**src/hw/mrb_pkg.sv**
```systemverilog
package mrb_pkg;
    // ----------------------------------------
    // Register addresses
    // ----------------------------------------
    localparam logic [7:0] ADDR_IO_CONFIG = 8'h03;
    localparam logic [7:0] ADDR_TERM_VALUE = 8'h0B;
    localparam logic [7:0] ADDR_CA_REF = 8'h0C;
    localparam logic [7:0] ADDR_SET_POINT = 8'h0D;
    localparam logic [7:0] ADDR_DQ_REF = 8'h0E;
    localparam logic [7:0] ADDR_LOWER_INV = 8'h0F;
    localparam logic [7:0] ADDR_BANK_MASK = 8'h10;
    localparam logic [7:0] ADDR_SEG_MASK = 8'h11;
    localparam logic [7:0] ADDR_OSC_LOW = 8'h12;
    localparam logic [7:0] ADDR_OSC_HIGH = 8'h13;
    localparam logic [7:0] ADDR_UPPER_INV = 8'h14;
    localparam logic [7:0] ADDR_RSVD_21 = 8'h15;
    localparam logic [7:0] ADDR_TERM_OVR = 8'h16;
    localparam logic [7:0] ADDR_PAT_A = 8'h20;
    localparam logic [7:0] ADDR_PAT_B = 8'h28;
    // ----------------------------------------
    // Reset values
    // ----------------------------------------
    localparam logic [7:0] RST_INV = 8'h55;
    localparam logic [7:0] RST_PAT_A = 8'h5A;
    localparam logic [7:0] RST_PAT_B = 8'h3C;
    localparam logic [7:0] RST_ZERO = 8'h00;
    localparam logic [6:0] RST_REF = 7'h4D;
    // ----------------------------------------
    // Field positions
    // ----------------------------------------
    localparam int BIT_RD_DBI = 6;
    localparam int BIT_WRITE_SET_POINT_SELECT = 6;
    localparam int BIT_OPERATING_SET_POINT_SELECT = 7;
    localparam int BIT_CK_FORCE = 3;
    localparam int BIT_CS_FORCE = 4;
    localparam int BIT_CA_DIS = 5;
    localparam int CAL_BITS = 16;
    localparam logic [2:0] CONTROLLER_TERMINATION_VALUE_RSVD = 3'h7;
    // Register access request
    typedef struct packed {
        logic wr;
        logic rd;
        logic [7:0] addr;
        logic [7:0] data;
    } mrb_req_t;
    // Termination status outputs
    typedef struct packed {
        logic ck_on;
        logic cs_on;
        logic ca_on;
        logic [2:0] ctrl_div;
        logic ctrl_en;
    } mrb_term_t;
endpackage

```
**src/hw/mrb_cal_ser.sv**
```systemverilog
`timescale 1ns/1ps
module mrb_cal_ser
    import mrb_pkg::*;
(
    input wire logic mclk,
    input wire logic rst_sync_b,
    input wire logic start,
    input wire logic [7:0] pat_a,
    input wire logic [7:0] pat_b,
    input wire logic [7:0] inv_lo,
    input wire logic [7:0] inv_hi,
    output logic [15:0] dq,
    output logic [1:0] dmi,
    output logic busy
);
    // ----------------------------------------
    // State
    // ----------------------------------------
    typedef struct packed {
        logic [15:0] shift;
        logic [4:0] cnt;
        logic [15:0] dq;
        logic [1:0] dmi;
        logic busy;
    } mrb_ser_t;
    mrb_ser_t s_q, s_d;
    // Next state: A then B, low bit first
    always_comb begin
        s_d = s_q;
        if (start) begin
            s_d.shift = {pat_b, pat_a};
            s_d.cnt = 5'(CAL_BITS);
            s_d.busy = 1'b1;
        end else if (s_q.cnt != 5'h00) begin
            // Per-lane inversion, never on mask pins, no BUS_INVERSION
            s_d.dq = {{4{s_q.shift[0]}} ^ inv_hi[7:4], {4{s_q.shift[0]}} ^ inv_hi[3:0],
                {4{s_q.shift[0]}} ^ inv_lo[7:4], {4{s_q.shift[0]}} ^ inv_lo[3:0]};
            s_d.dmi = {2{s_q.shift[0]}};
            s_d.shift = {1'b0, s_q.shift[15:1]};
            s_d.cnt = s_q.cnt - 5'h01;
            s_d.busy = 1'b1;
        end else begin
            s_d.busy = 1'b0;
        end
    end
    // Register
    always_ff @(posedge mclk or negedge rst_sync_b) begin
        if (!rst_sync_b) begin
            s_q <= '0;
        end else begin
            s_q <= s_d;
        end
    end
    assign dq = s_q.dq;
    assign dmi = s_q.dmi;
    assign busy = s_q.busy;
    // Mask pins equal the uninverted pattern bit carried by an 00h mask lane
    property p_dmi_true;
        @(posedge mclk) disable iff (!rst_sync_b)
        (s_q.cnt != 5'h00 && !start) |=> (dmi[0] == $past(s_q.shift[0]) && dmi[1] == dmi[0]);
    endproperty
    a_dmi_true: assert property (p_dmi_true) else $error("mask pin inverted");
    property p_lane_inv;
        @(posedge mclk) disable iff (!rst_sync_b)
        (s_q.cnt != 5'h00 && !start) |=> (dq[0] == ($past(s_q.shift[0]) ^ $past(inv_lo[0])))
            && (dq[8] == ($past(s_q.shift[0]) ^ $past(inv_hi[0])));
    endproperty
    a_lane_inv: assert property (p_lane_inv) else $error("lane inversion wrong");
    property p_len;
        @(posedge mclk) disable iff (!rst_sync_b)
        start |=> busy [*8] ##0 (s_q.cnt == 5'd9);
    endproperty
    a_len: assert property (p_len) else $error("serial length wrong");
endmodule

```
**src/hw/mrb_top.sv**
```systemverilog
`timescale 1ns/1ps
module mrb_top
    import mrb_pkg::*;
(
    input wire logic mclk,
    input wire logic rst_b,
    input wire mrb_req_t req,
    input wire logic osc_start,
    input wire logic [15:0] osc_count,
    input wire logic osc_valid,
    input wire logic cal_start,
    input wire logic ca_term_pad,
    output logic [7:0] rd_data,
    output logic rd_valid,
    output logic [7:0] bank_mask_ch0,
    output logic [7:0] bank_mask_ch1,
    output logic [7:0] seg_mask_ch0,
    output logic [7:0] seg_mask_ch1,
    input wire logic ch_sel,
    output mrb_term_t term,
    output logic [6:0] ca_ref_active,
    output logic [6:0] dq_ref_active,
    output logic rd_dbi_en,
    output logic [15:0] cal_dq,
    output logic [1:0] cal_dmi,
    output logic cal_busy
);
    // ----------------------------------------
    // Reset synchroniser
    // ----------------------------------------
    logic rst_m_q, rst_sync_q;
    // Two-stage release of reset
    always_ff @(posedge mclk or negedge rst_b) begin
        if (!rst_b) begin
            rst_m_q <= 1'b0;
            rst_sync_q <= 1'b0;
        end else begin
            rst_m_q <= 1'b1;
            rst_sync_q <= rst_m_q;
        end
    end
    // ----------------------------------------
    // Register state
    // ----------------------------------------
    typedef struct packed {
        logic [7:0] io_cfg;
        logic [7:0] set_pt;
        logic [1:0][7:0] term_val;
        logic [1:0][6:0] ca_ref;
        logic [1:0][6:0] dq_ref;
        logic [1:0][5:0] ovr;
        logic [7:0] inv_lo;
        logic [7:0] inv_hi;
        logic [1:0][7:0] bank;
        logic [1:0][7:0] seg;
        logic [15:0] osc;
        logic [7:0] pat_a;
        logic [7:0] pat_b;
        logic [7:0] rd_data;
        logic rd_valid;
        mrb_term_t term;
        logic [6:0] ca_act;
        logic [6:0] dq_act;
    } mrb_state_t;
    mrb_state_t r_q, r_d;
    logic wsp, osp;
    // Decode of the controller termination code
    function automatic logic controller_termination_value_enabled(input logic [2:0] code);
        controller_termination_value_enabled = (code != 3'h0) && (code != CONTROLLER_TERMINATION_VALUE_RSVD);
    endfunction
    // Next-state logic
    always_comb begin
        r_d = r_q;
        wsp = r_q.set_pt[BIT_WRITE_SET_POINT_SELECT];
        osp = r_q.set_pt[BIT_OPERATING_SET_POINT_SELECT];
        r_d.rd_valid = 1'b0;
        // Writes, 8-bit data at 8-bit address
        if (req.wr) begin
            case (req.addr)
                ADDR_IO_CONFIG: r_d.io_cfg = req.data;
                ADDR_SET_POINT: r_d.set_pt = req.data;
                ADDR_TERM_VALUE: r_d.term_val[wsp] = req.data;
                ADDR_CA_REF: r_d.ca_ref[wsp] = req.data[6:0];
                ADDR_DQ_REF: r_d.dq_ref[wsp] = req.data[6:0];
                ADDR_LOWER_INV: r_d.inv_lo = req.data;
                ADDR_UPPER_INV: r_d.inv_hi = req.data;
                ADDR_BANK_MASK: r_d.bank[ch_sel] = req.data;
                ADDR_SEG_MASK: r_d.seg[ch_sel] = req.data;
                ADDR_TERM_OVR: r_d.ovr[wsp] = req.data[5:0];
                ADDR_PAT_A: r_d.pat_a = req.data;
                ADDR_PAT_B: r_d.pat_b = req.data;
                default: r_d.rd_valid = 1'b0;
            endcase
        end
        // Reads; unmapped and reserved return zero
        if (req.rd) begin
            r_d.rd_valid = 1'b1;
            case (req.addr)
                ADDR_IO_CONFIG: r_d.rd_data = r_q.io_cfg;
                ADDR_SET_POINT: r_d.rd_data = r_q.set_pt;
                ADDR_TERM_VALUE: r_d.rd_data = r_q.term_val[wsp];
                ADDR_CA_REF: r_d.rd_data = {1'b0, r_q.ca_ref[wsp]};
                ADDR_DQ_REF: r_d.rd_data = {1'b0, r_q.dq_ref[wsp]};
                ADDR_OSC_LOW: r_d.rd_data = r_q.osc[7:0];
                ADDR_OSC_HIGH: r_d.rd_data = r_q.osc[15:8];
                ADDR_PAT_A: r_d.rd_data = r_q.pat_a;
                ADDR_TERM_OVR: r_d.rd_data = {2'b00, r_q.ovr[wsp]};
                default: r_d.rd_data = RST_ZERO;
            endcase
        end
        // Oscillator count: start clears, which wins over a result
        if (osc_start) begin
            r_d.osc = 16'h0000;
        end else if (osc_valid) begin
            r_d.osc = osc_count;
        end
        // Termination from the operating copy only
        r_d.term.ctrl_div = r_q.ovr[osp][2:0];
        r_d.term.ctrl_en = controller_termination_value_enabled(r_q.ovr[osp][2:0]);
        r_d.term.ck_on = r_q.ovr[osp][BIT_CK_FORCE] ? (r_q.term_val[osp][6:4] != 3'h0)
            : (ca_term_pad && r_q.term_val[osp][6:4] != 3'h0);
        r_d.term.cs_on = r_q.ovr[osp][BIT_CS_FORCE] ? (r_q.term_val[osp][6:4] != 3'h0)
            : (ca_term_pad && r_q.term_val[osp][6:4] != 3'h0);
        r_d.term.ca_on = !r_q.ovr[osp][BIT_CA_DIS] && ca_term_pad
            && (r_q.term_val[osp][6:4] != 3'h0);
        r_d.ca_act = r_q.ca_ref[osp];
        r_d.dq_act = r_q.dq_ref[osp];
    end
    // State register with documented reset values
    always_ff @(posedge mclk or negedge rst_sync_q) begin
        if (!rst_sync_q) begin
            r_q <= '0;
            r_q.inv_lo <= RST_INV;
            r_q.inv_hi <= RST_INV;
            r_q.pat_a <= RST_PAT_A;
            r_q.pat_b <= RST_PAT_B;
            r_q.ca_ref <= {RST_REF, RST_REF};
            r_q.dq_ref <= {RST_REF, RST_REF};
        end else begin
            r_q <= r_d;
        end
    end
    // ----------------------------------------
    // Outputs
    // ----------------------------------------
    assign rd_data = r_q.rd_data;
    assign rd_valid = r_q.rd_valid;
    assign bank_mask_ch0 = r_q.bank[0];
    assign bank_mask_ch1 = r_q.bank[1];
    assign seg_mask_ch0 = r_q.seg[0];
    assign seg_mask_ch1 = r_q.seg[1];
    assign term = r_q.term;
    assign ca_ref_active = r_q.ca_act;
    assign dq_ref_active = r_q.dq_act;
    assign rd_dbi_en = r_q.io_cfg[BIT_RD_DBI];
    // Calibration serialiser ignores the read BUS_INVERSION enable
    mrb_cal_ser u_ser (
        .mclk(mclk),
        .rst_sync_b(rst_sync_q),
        .start(cal_start),
        .pat_a(r_q.pat_a),
        .pat_b(r_q.pat_b),
        .inv_lo(r_q.inv_lo),
        .inv_hi(r_q.inv_hi),
        .dq(cal_dq),
        .dmi(cal_dmi),
        .busy(cal_busy)
    );
    // ----------------------------------------
    // Checks
    // ----------------------------------------
    property p_osc_clr;
        @(posedge mclk) disable iff (!rst_sync_q)
        osc_start |=> (r_q.osc == 16'h0000);
    endproperty
    a_osc_clr: assert property (p_osc_clr) else $error("count not cleared");
    property p_rsvd_zero;
        @(posedge mclk) disable iff (!rst_sync_q)
        (req.rd && req.addr == ADDR_RSVD_21) |=> (rd_valid && rd_data == 8'h00);
    endproperty
    a_rsvd_zero: assert property (p_rsvd_zero) else $error("reserved read nonzero");
    property p_wr_copy;
        @(posedge mclk) disable iff (!rst_sync_q)
        (req.wr && req.addr == ADDR_TERM_OVR && !req.rd) |=>
            (r_q.ovr[$past(r_q.set_pt[BIT_WRITE_SET_POINT_SELECT])] == $past(req.data[5:0]));
    endproperty
    a_wr_copy: assert property (p_wr_copy) else $error("wrong set point copy");
    property p_ca_dis;
        @(posedge mclk) disable iff (!rst_sync_q)
        r_q.ovr[r_q.set_pt[BIT_OPERATING_SET_POINT_SELECT]][BIT_CA_DIS] |=> !term.ca_on;
    endproperty
    a_ca_dis: assert property (p_ca_dis) else $error("CA terminated while disabled");
    property p_osc_split;
        @(posedge mclk) disable iff (!rst_sync_q)
        (req.rd && req.addr == ADDR_OSC_HIGH) |=> (rd_data == $past(r_q.osc[15:8]));
    endproperty
    a_osc_split: assert property (p_osc_split) else $error("high byte wrong");
endmodule

```
**config.mk**
```make
export PLATFORM = sky130hd
export DESIGN_NAME = mrb_top
export DESIGN_NICKNAME = d
export VERILOG_FILES = /design/src/hw/mrb_pkg.sv /design/src/hw/mrb_cal_ser.sv /design/src/hw/mrb_top.sv
export SDC_FILE = /design/constraint.sdc
export NUM_CORES = 1
export LEC_CHECK = 0
export BUFFER_PORTS_ARGS = -buffer_cell sky130_fd_sc_hd__buf_4
export CORE_MARGIN = 5
export CORE_UTILIZATION = 54
export DETAILED_ROUTE_END_ITERATION = 12
export PLACE_DENSITY = 0.75
export SKIP_CTS_REPAIR_TIMING = 1
export SLEW_MARGIN = 20
export SYNTH_ARGS = -nofsm -noshare
export SYNTH_HDL_FRONTEND = slang
export SYNTH_SLANG_ARGS = --single-unit
```
**constraint.sdc**
```tcl
create_clock -name mclk -period 7.95 [get_ports mclk]
set_clock_uncertainty 0.15 [all_clocks]
set_input_delay 1.59 -clock mclk [delete_from_list [all_inputs] [get_ports mclk]]
set_output_delay 1.59 -clock mclk [all_outputs]
set_load 0.005 [all_outputs]
```
==> results of run 1 <==
[registers in the layout, summed over array words and instances, names as in the netlist]
name / count
bank_mask_ch0: 8
bank_mask_ch1: 8
ca_ref_active: 7
dq_ref_active: 7
osp: 1
r_q: 118
rd_data: 8
rd_dbi_en: 1
rd_valid: 1
rst_m_q: 1
rst_sync_q: 1
seg_mask_ch0: 8
seg_mask_ch1: 8
term: 7
u_ser.busy: 1
u_ser.dmi: 1
u_ser.dq: 16
u_ser.s_q: 21
[area by class of cell]
type                    count  share of cell area (%)
repair buffers            125                    8.12
diodes                      1                  0.0214
multi-input cells         463                    33.9
inverters                  11                   0.352
well taps                 260                    2.78
flip-flops and latches    223                    48.0
clock buffers              35                    6.08
clock inverters             9                   0.769
[cell usage in the layout, fill, tap and decap left out, types with 5 or more instances in the layout]
master and count:
clkbuf_16 24, mux2i_1 48, inv_1 11, dfrtp_1 188
xnor2_1 18, buf_4 124, a32oi_1 9, nor2_1 30
dfstp_2 32, o21ai_0 39, a21oi_1 10, clkbuf_8 7
mux2_2 161, nand2_1 62, mux4_2 5
[power breakdown]
| group | leakage (nW) | internal [W] | switching [W] | total (W) |
|---|---|---|---|---|
| combinational | 2.17 | 0.000129 | 0.000141 | 0.000270 |
| clock | 0.392 | 0.000656 | 0.000448 | 0.00110 |
| sequential | 2.94 | 0.00121 | 0.0000519 | 0.00126 |
| total | 5.50 | 0.00199 | 0.000641 | 0.00263 |
[worst reg2reg max path, delay by kind of cell, from the launching register on]
family / cells / cell delay (ns)
buf+inv: 1 / 0.10
simple gates: 3 / 1.62
mux: 1 / 0.39
fa+ha+maj: 1 / 0.17
flops: 1 / 0.37
[layer usage]
| metal | GRT usage (%) | wire, um | vias up |
|---|---|---|---|
| met5 | 0 | 0 | - |
| met4 | 6.27 | 602 | 0 |
| met3 | 4.04 | 1310 | 39 |
| met2 | 34.1 | 11100 | 155 |
| met1 | 29.2 | 9870 | 3167 |
| li1 | - | - | 2855 |
[kinds of logic after synthesis]
group,Yosys count,synth area share [%]
buf+inv,134,8.00
xor+xnor,18,1.51
simple gates,144,8.08
mux,216,23.3
compound gates,83,4.96
flops,223,54.0
other cells,1,0.0360
fa+ha+maj,1,0.120
[through the flow]
stage / cell area, um^2 / power [W] / std cells / hold WS [ns]
6_report: 11700 / 0.00263 / 1127 / 0.154
5_1_grt: 11700 / 0.00274 / 1127 / 0.208
4_1_cts: 11700 / 0.00265 / 1125 / 0.203
3_5_place_dp: 10900 / 0.00155 / 1081 / 0.190
3_3_place_gp: 10900 / 0.00154 / 1081 / 0.185
2_1_floorplan: 10400 / 0.00147 / 820 / 0.181
[final timing paths]
| kind | startpoint | to | slack (ns) | cells past startpoint |
|---|---|---|---|---|
| max | req[8] | seg_mask_ch0[0] | 4.68 | 5 |
| min | rst_sync_q | bank_mask_ch1[0] | 0.15 | 0 |
| max reg2reg | u_ser.s_q[19] | u_ser.dmi[0] | 5.03 | 6 |
| min reg2reg | rst_sync_q | bank_mask_ch1[0] | 0.15 | 0 |
| max in group asynchronous | rst_sync_q | u_ser.s_q[37] | 5.87 | 2 |
| min in group mclk | rst_m_q | rst_sync_q | 0.20 | 0 |
==> flow_metrics.env, run 1 <==
export IMPL_finalSetupViolCount=0
export IMPL_grt_max_degree=81
export IMPL_status="finished, final reports clean"
export IMPL_cts_made_buffers=24
export IMPL_clk_latency_ns=0.52
export IMPL_drtPass1Iterations=4
export IMPL_tightest_slew_ns=0.951
export IMPL_die_area_um2=22200
export IMPL_wl_per_cell_um=20.3
export IMPL_syn_area_um2=10400
export IMPL_power_leakage_nw=5.50
export IMPL_design_core_area_um2=18800
export IMPL_root_buffer="clkbuf_16"
export IMPL_crit_fanout=21
export IMPL_peakVddDrop_v=0.000167
export IMPL_drc=0
export IMPL_tns_ns=0
export IMPL_ys_seq_area_share_pct=54.0
export IMPL_cp_slowest_cell="nor2b_1"
export IMPL_grt_pass1_wl_um=36800
export IMPL_synthCells=820
export IMPL_gp_congestion=0.820
export IMPL_multi_input_area_um2=3970
export IMPL_netlist_area_leader_share_pct=45.9
export IMPL_ys_seq_elements=223
export IMPL_path_buf_inv=1
export IMPL_initial_core_util_pct=55.3
export IMPL_drt_iter0_markers=366
export IMPL_max_cap_viol_count=0
export IMPL_worst_path_dominant_cell_family="simple AND/OR/NAND/NOR gates"
export IMPL_rows=50
export IMPL_cp_data_required_time_ns=8.20
export IMPL_cp_start_kind="primary input"
export IMPL_layout_setup_ws_ns=4.68
export IMPL_yosys_warnings=0
export IMPL_worstSetupPathType="primary input to register"
export IMPL_antenna_found_initial=1
export IMPL_slew_violations=0
export IMPL_syn_nets=862
export IMPL_synth_edff_count=0
export IMPL_synth_area_leaders="dfrtp_1 46%, mux2_2 17%, dfstp_2 8.1%"
export IMPL_die_h_um=149
export IMPL_overflow=0
export IMPL_regArea_um2=5630
export IMPL_rsz0062_at_grt="false"
export IMPL_fmax_mhz=306
export IMPL_hold_path_class="register to asynchronous set/reset pin"
export IMPL_portBuffers=122
export IMPL_cp_data_arrival_time_ns=3.52
export IMPL_ys_flop_type="dfrtp_1"
export IMPL_slowest_delay_ns=0.59
export IMPL_syn_area_per_cell_um2=12.7
export IMPL_synth_distinct_cells=60
export IMPL_finalHoldViolCount=0
export IMPL_synth_commonest_cells="191 x dfrtp_1, 161 x mux2_2, 81 x buf_4, 62 x nand2_1, 48 x mux2i_1"
export IMPL_viasPerCell=5.52
export IMPL_fill_cells=1497
export IMPL_finalCritPeriodShare_pct=41.1
export IMPL_ctsLongestPathBuffers=3
export IMPL_routed_wl_um=22900
export IMPL_cp_end_kind="register"
export IMPL_die_w_um=149
export IMPL_drive_above_1_share_pct=44.8
export IMPL_htree_levels=1
export IMPL_period_minus_slack_ns=3.27
export IMPL_async_flop_share_pct=100
export IMPL_nets=890
export IMPL_io_pins=123
export IMPL_powerDensity_nw_per_um2=225
export IMPL_clock_sinks=223
export IMPL_vias=6216
export IMPL_cts_tree="built"
export IMPL_cp_cell_sequence="buf_4 > nor2b_1 > nand2_1 > nor3_4 > mux2_2"
export IMPL_area_delta_synth_final_pct=12.5
export IMPL_utilization_pct=62.2
export IMPL_clk_pin_slew_ns=0.06
export IMPL_pre_cts_ws_ns=4.16
export IMPL_first_global_vias=6466
export IMPL_grt_total_usage_pct=21.1
export IMPL_synth_most_common_cell="dfrtp_1"
export IMPL_place_hpwl_um=15100
export IMPL_postRouteAntennaNets=0
export IMPL_synth_top_area_cell="dfrtp_1"
export IMPL_relSlewSlack_pct=36.6
(Power assumes the default switching activity.)
==> run 2: changes to the inputs <==
clock period = 3.3 ns   (was 7.95 ns; I/O delays follow)
==> flow_metrics.env, run 2 (same netlist as run 1, synthesis figures left out) <==
export IMPL_status="finished, final reports clean"
export IMPL_clk_pin_slew_ns=0.06
export IMPL_design_area_um2=11800
export IMPL_holdWs_ns=0.150
export IMPL_htree_levels=1
export IMPL_root_buffer="clkbuf_16"
export IMPL_diodes=0
export IMPL_final_common_cell="dfrtp_1"
export IMPL_rows=50
export IMPL_area_delta_synth_final_pct=13.6
export IMPL_portBuffers=122
export IMPL_power_leakage_nw=5.58
export IMPL_cp_data_required_time_ns=3.53
export IMPL_regMostFlops="r_q"
export IMPL_clock_sinks=223
export IMPL_drive_above_1_share_pct=45.0
export IMPL_internal_power_w=0.00497
export IMPL_fill_cells=1532
export IMPL_routed_wl_um=23400
export IMPL_design_core_area_um2=18800
export IMPL_vias=6267
export IMPL_cp_data_arrival_time_ns=2.64
export IMPL_place_hpwl_um=15500
export IMPL_netSwitchingFraction_pct=23.5
export IMPL_cp_start_kind="register"
export IMPL_utilization_pct=62.8
export IMPL_p_comb_share_pct=10.3
export IMPL_cp_end_kind="register"
export IMPL_relSlewSlack_pct=43.0
export IMPL_slew_violations=0
export IMPL_viasPerCell=5.52
export IMPL_finalHoldViolCount=0
export IMPL_die_w_um=149
export IMPL_drt_iter0_markers=321
export IMPL_ctsLongestPathBuffers=3
export IMPL_fmax_mhz=415
export IMPL_rsz0062_at_grt="false"
export IMPL_die_h_um=149
export IMPL_clk_latency_ns=0.51
export IMPL_grt_max_degree=82
export IMPL_initial_core_util_pct=55.3
export IMPL_powerDensity_nw_per_um2=549
export IMPL_worstSetupPathType="register to register"
export IMPL_postRouteAntennaNets=0
export IMPL_p_clk_share_pct=43.2
export IMPL_peakVddDrop_v=0.000470
export IMPL_drtPass1Iterations=5
export IMPL_finalCritPeriodShare_pct=73.0
export IMPL_overflow=0
export IMPL_io_pins=123
export IMPL_wl_per_cell_um=20.6
export IMPL_cts_tree="built"
export IMPL_place_area_um2=11000
export IMPL_layout_common_cells="190 x dfrtp_1, 161 x mux2_2, 132 x buf_4"
export IMPL_p_switching_w=0.00152
export IMPL_crit_fanout=32
export IMPL_nets=900
export IMPL_hold_path_class="register to asynchronous set/reset pin"
export IMPL_power_frac_seq_pct=46.5
export IMPL_period_minus_slack_ns=2.41
export IMPL_regArea_um2=5620
export IMPL_finalSetupViolCount=0
export IMPL_cts_made_buffers=24
export IMPL_tns_ns=0
export IMPL_multi_input_area_um2=3960
export IMPL_grt_pass1_wl_um=37200
export IMPL_first_global_vias=6617
export IMPL_antenna_found_initial=0
export IMPL_gp_congestion=0.855
export IMPL_tightest_slew_ns=0.854
export IMPL_die_area_um2=22200
export IMPL_grt_total_usage_pct=21.5
export IMPL_max_cap_viol_count=0
export IMPL_drc=0
export IMPL_largest_register_ffs=118
## run 2: cell count changes in the layout (fill, tap and decap cells not counted), moves of 2 or more
| cell | previous run | this run |
|---|---|---|
| buf_4 | 124 | 132 |
| clkbuf_8 | 7 | 2 |
| dfrtp_2 | 2 | 0 |
| dfrtp_1 | 188 | 190 |
| clkinv_2 | 4 | 7 |
| bufinv_16 | 1 | 4 |
## run 2: power by group through the flow
stage	combinational [W]	sequential, W	clock, W
finish	0.000671	0.00302	0.00281
global placement	0.000665	0.00306	0
floorplan	0.000483	0.00305	0
global route	0.000742	0.00304	0.00298
CTS	0.000681	0.00302	0.00286
detailed placement	0.000677	0.00307	0
## run 2: path summary, 6_finish.rpt
| check | start | endpoint | slack [ns] | cells after the start |
|---|---|---|---|---|
| setup reg to reg | u_ser.s_q[19] | u_ser.dq[7] | 0.89 | 8 |
| max in group asynchronous | rst_sync_q | r_q[41] | 2.03 | 1 |
| setup / recovery | u_ser.s_q[19] | u_ser.dq[7] | 0.89 | 8 |
| min in group mclk | req[16] | rd_valid | 0.16 | 1 |
| hold / removal | rst_sync_q | seg_mask_ch1[7] | 0.15 | 0 |
| hold reg to reg | rst_sync_q | seg_mask_ch1[7] | 0.15 | 0 |
## run 2: critical path: stages (launching register included)
cell and delay, ns:
dfrtp_1 0.37, inv_1 0.09, ha_1 0.16, or3b_2 0.48, nor2_2 0.09, buf_4 0.30
or2_2 0.20, buf_4 0.28, o21ai_0 0.15
## run 2: layout make-up
class,count,share of cell area [%]
clock buffer,32,5.68
clock inverter,12,1.37
inverter,11,0.349
multi-input combinational,463,33.5
sequential,223,47.5
tap,260,2.75
timing repair buffer,135,8.80
## run 2: layer usage
metal	vias to the layer above	GRT usage, %	part of all wire (%)
li1	2872	-	-
met1	3173	29.3	44
met2	178	35.6	49
met3	44	3.92	4.9
met4	0	6.09	2.6
met5	-	0	0
## run 2: stage by stage
step | instances | total power (W) | worst slack, ns
6_report | 1136 | 0.00649 | 0.891
5_1_grt | 1136 | 0.00677 | 0.734
4_1_cts | 1135 | 0.00656 | 0.878
3_5_place_dp | 1091 | 0.00374 | 0.495
3_3_place_gp | 1091 | 0.00373 | 0.522
2_1_floorplan | 820 | 0.00354 | 0.873
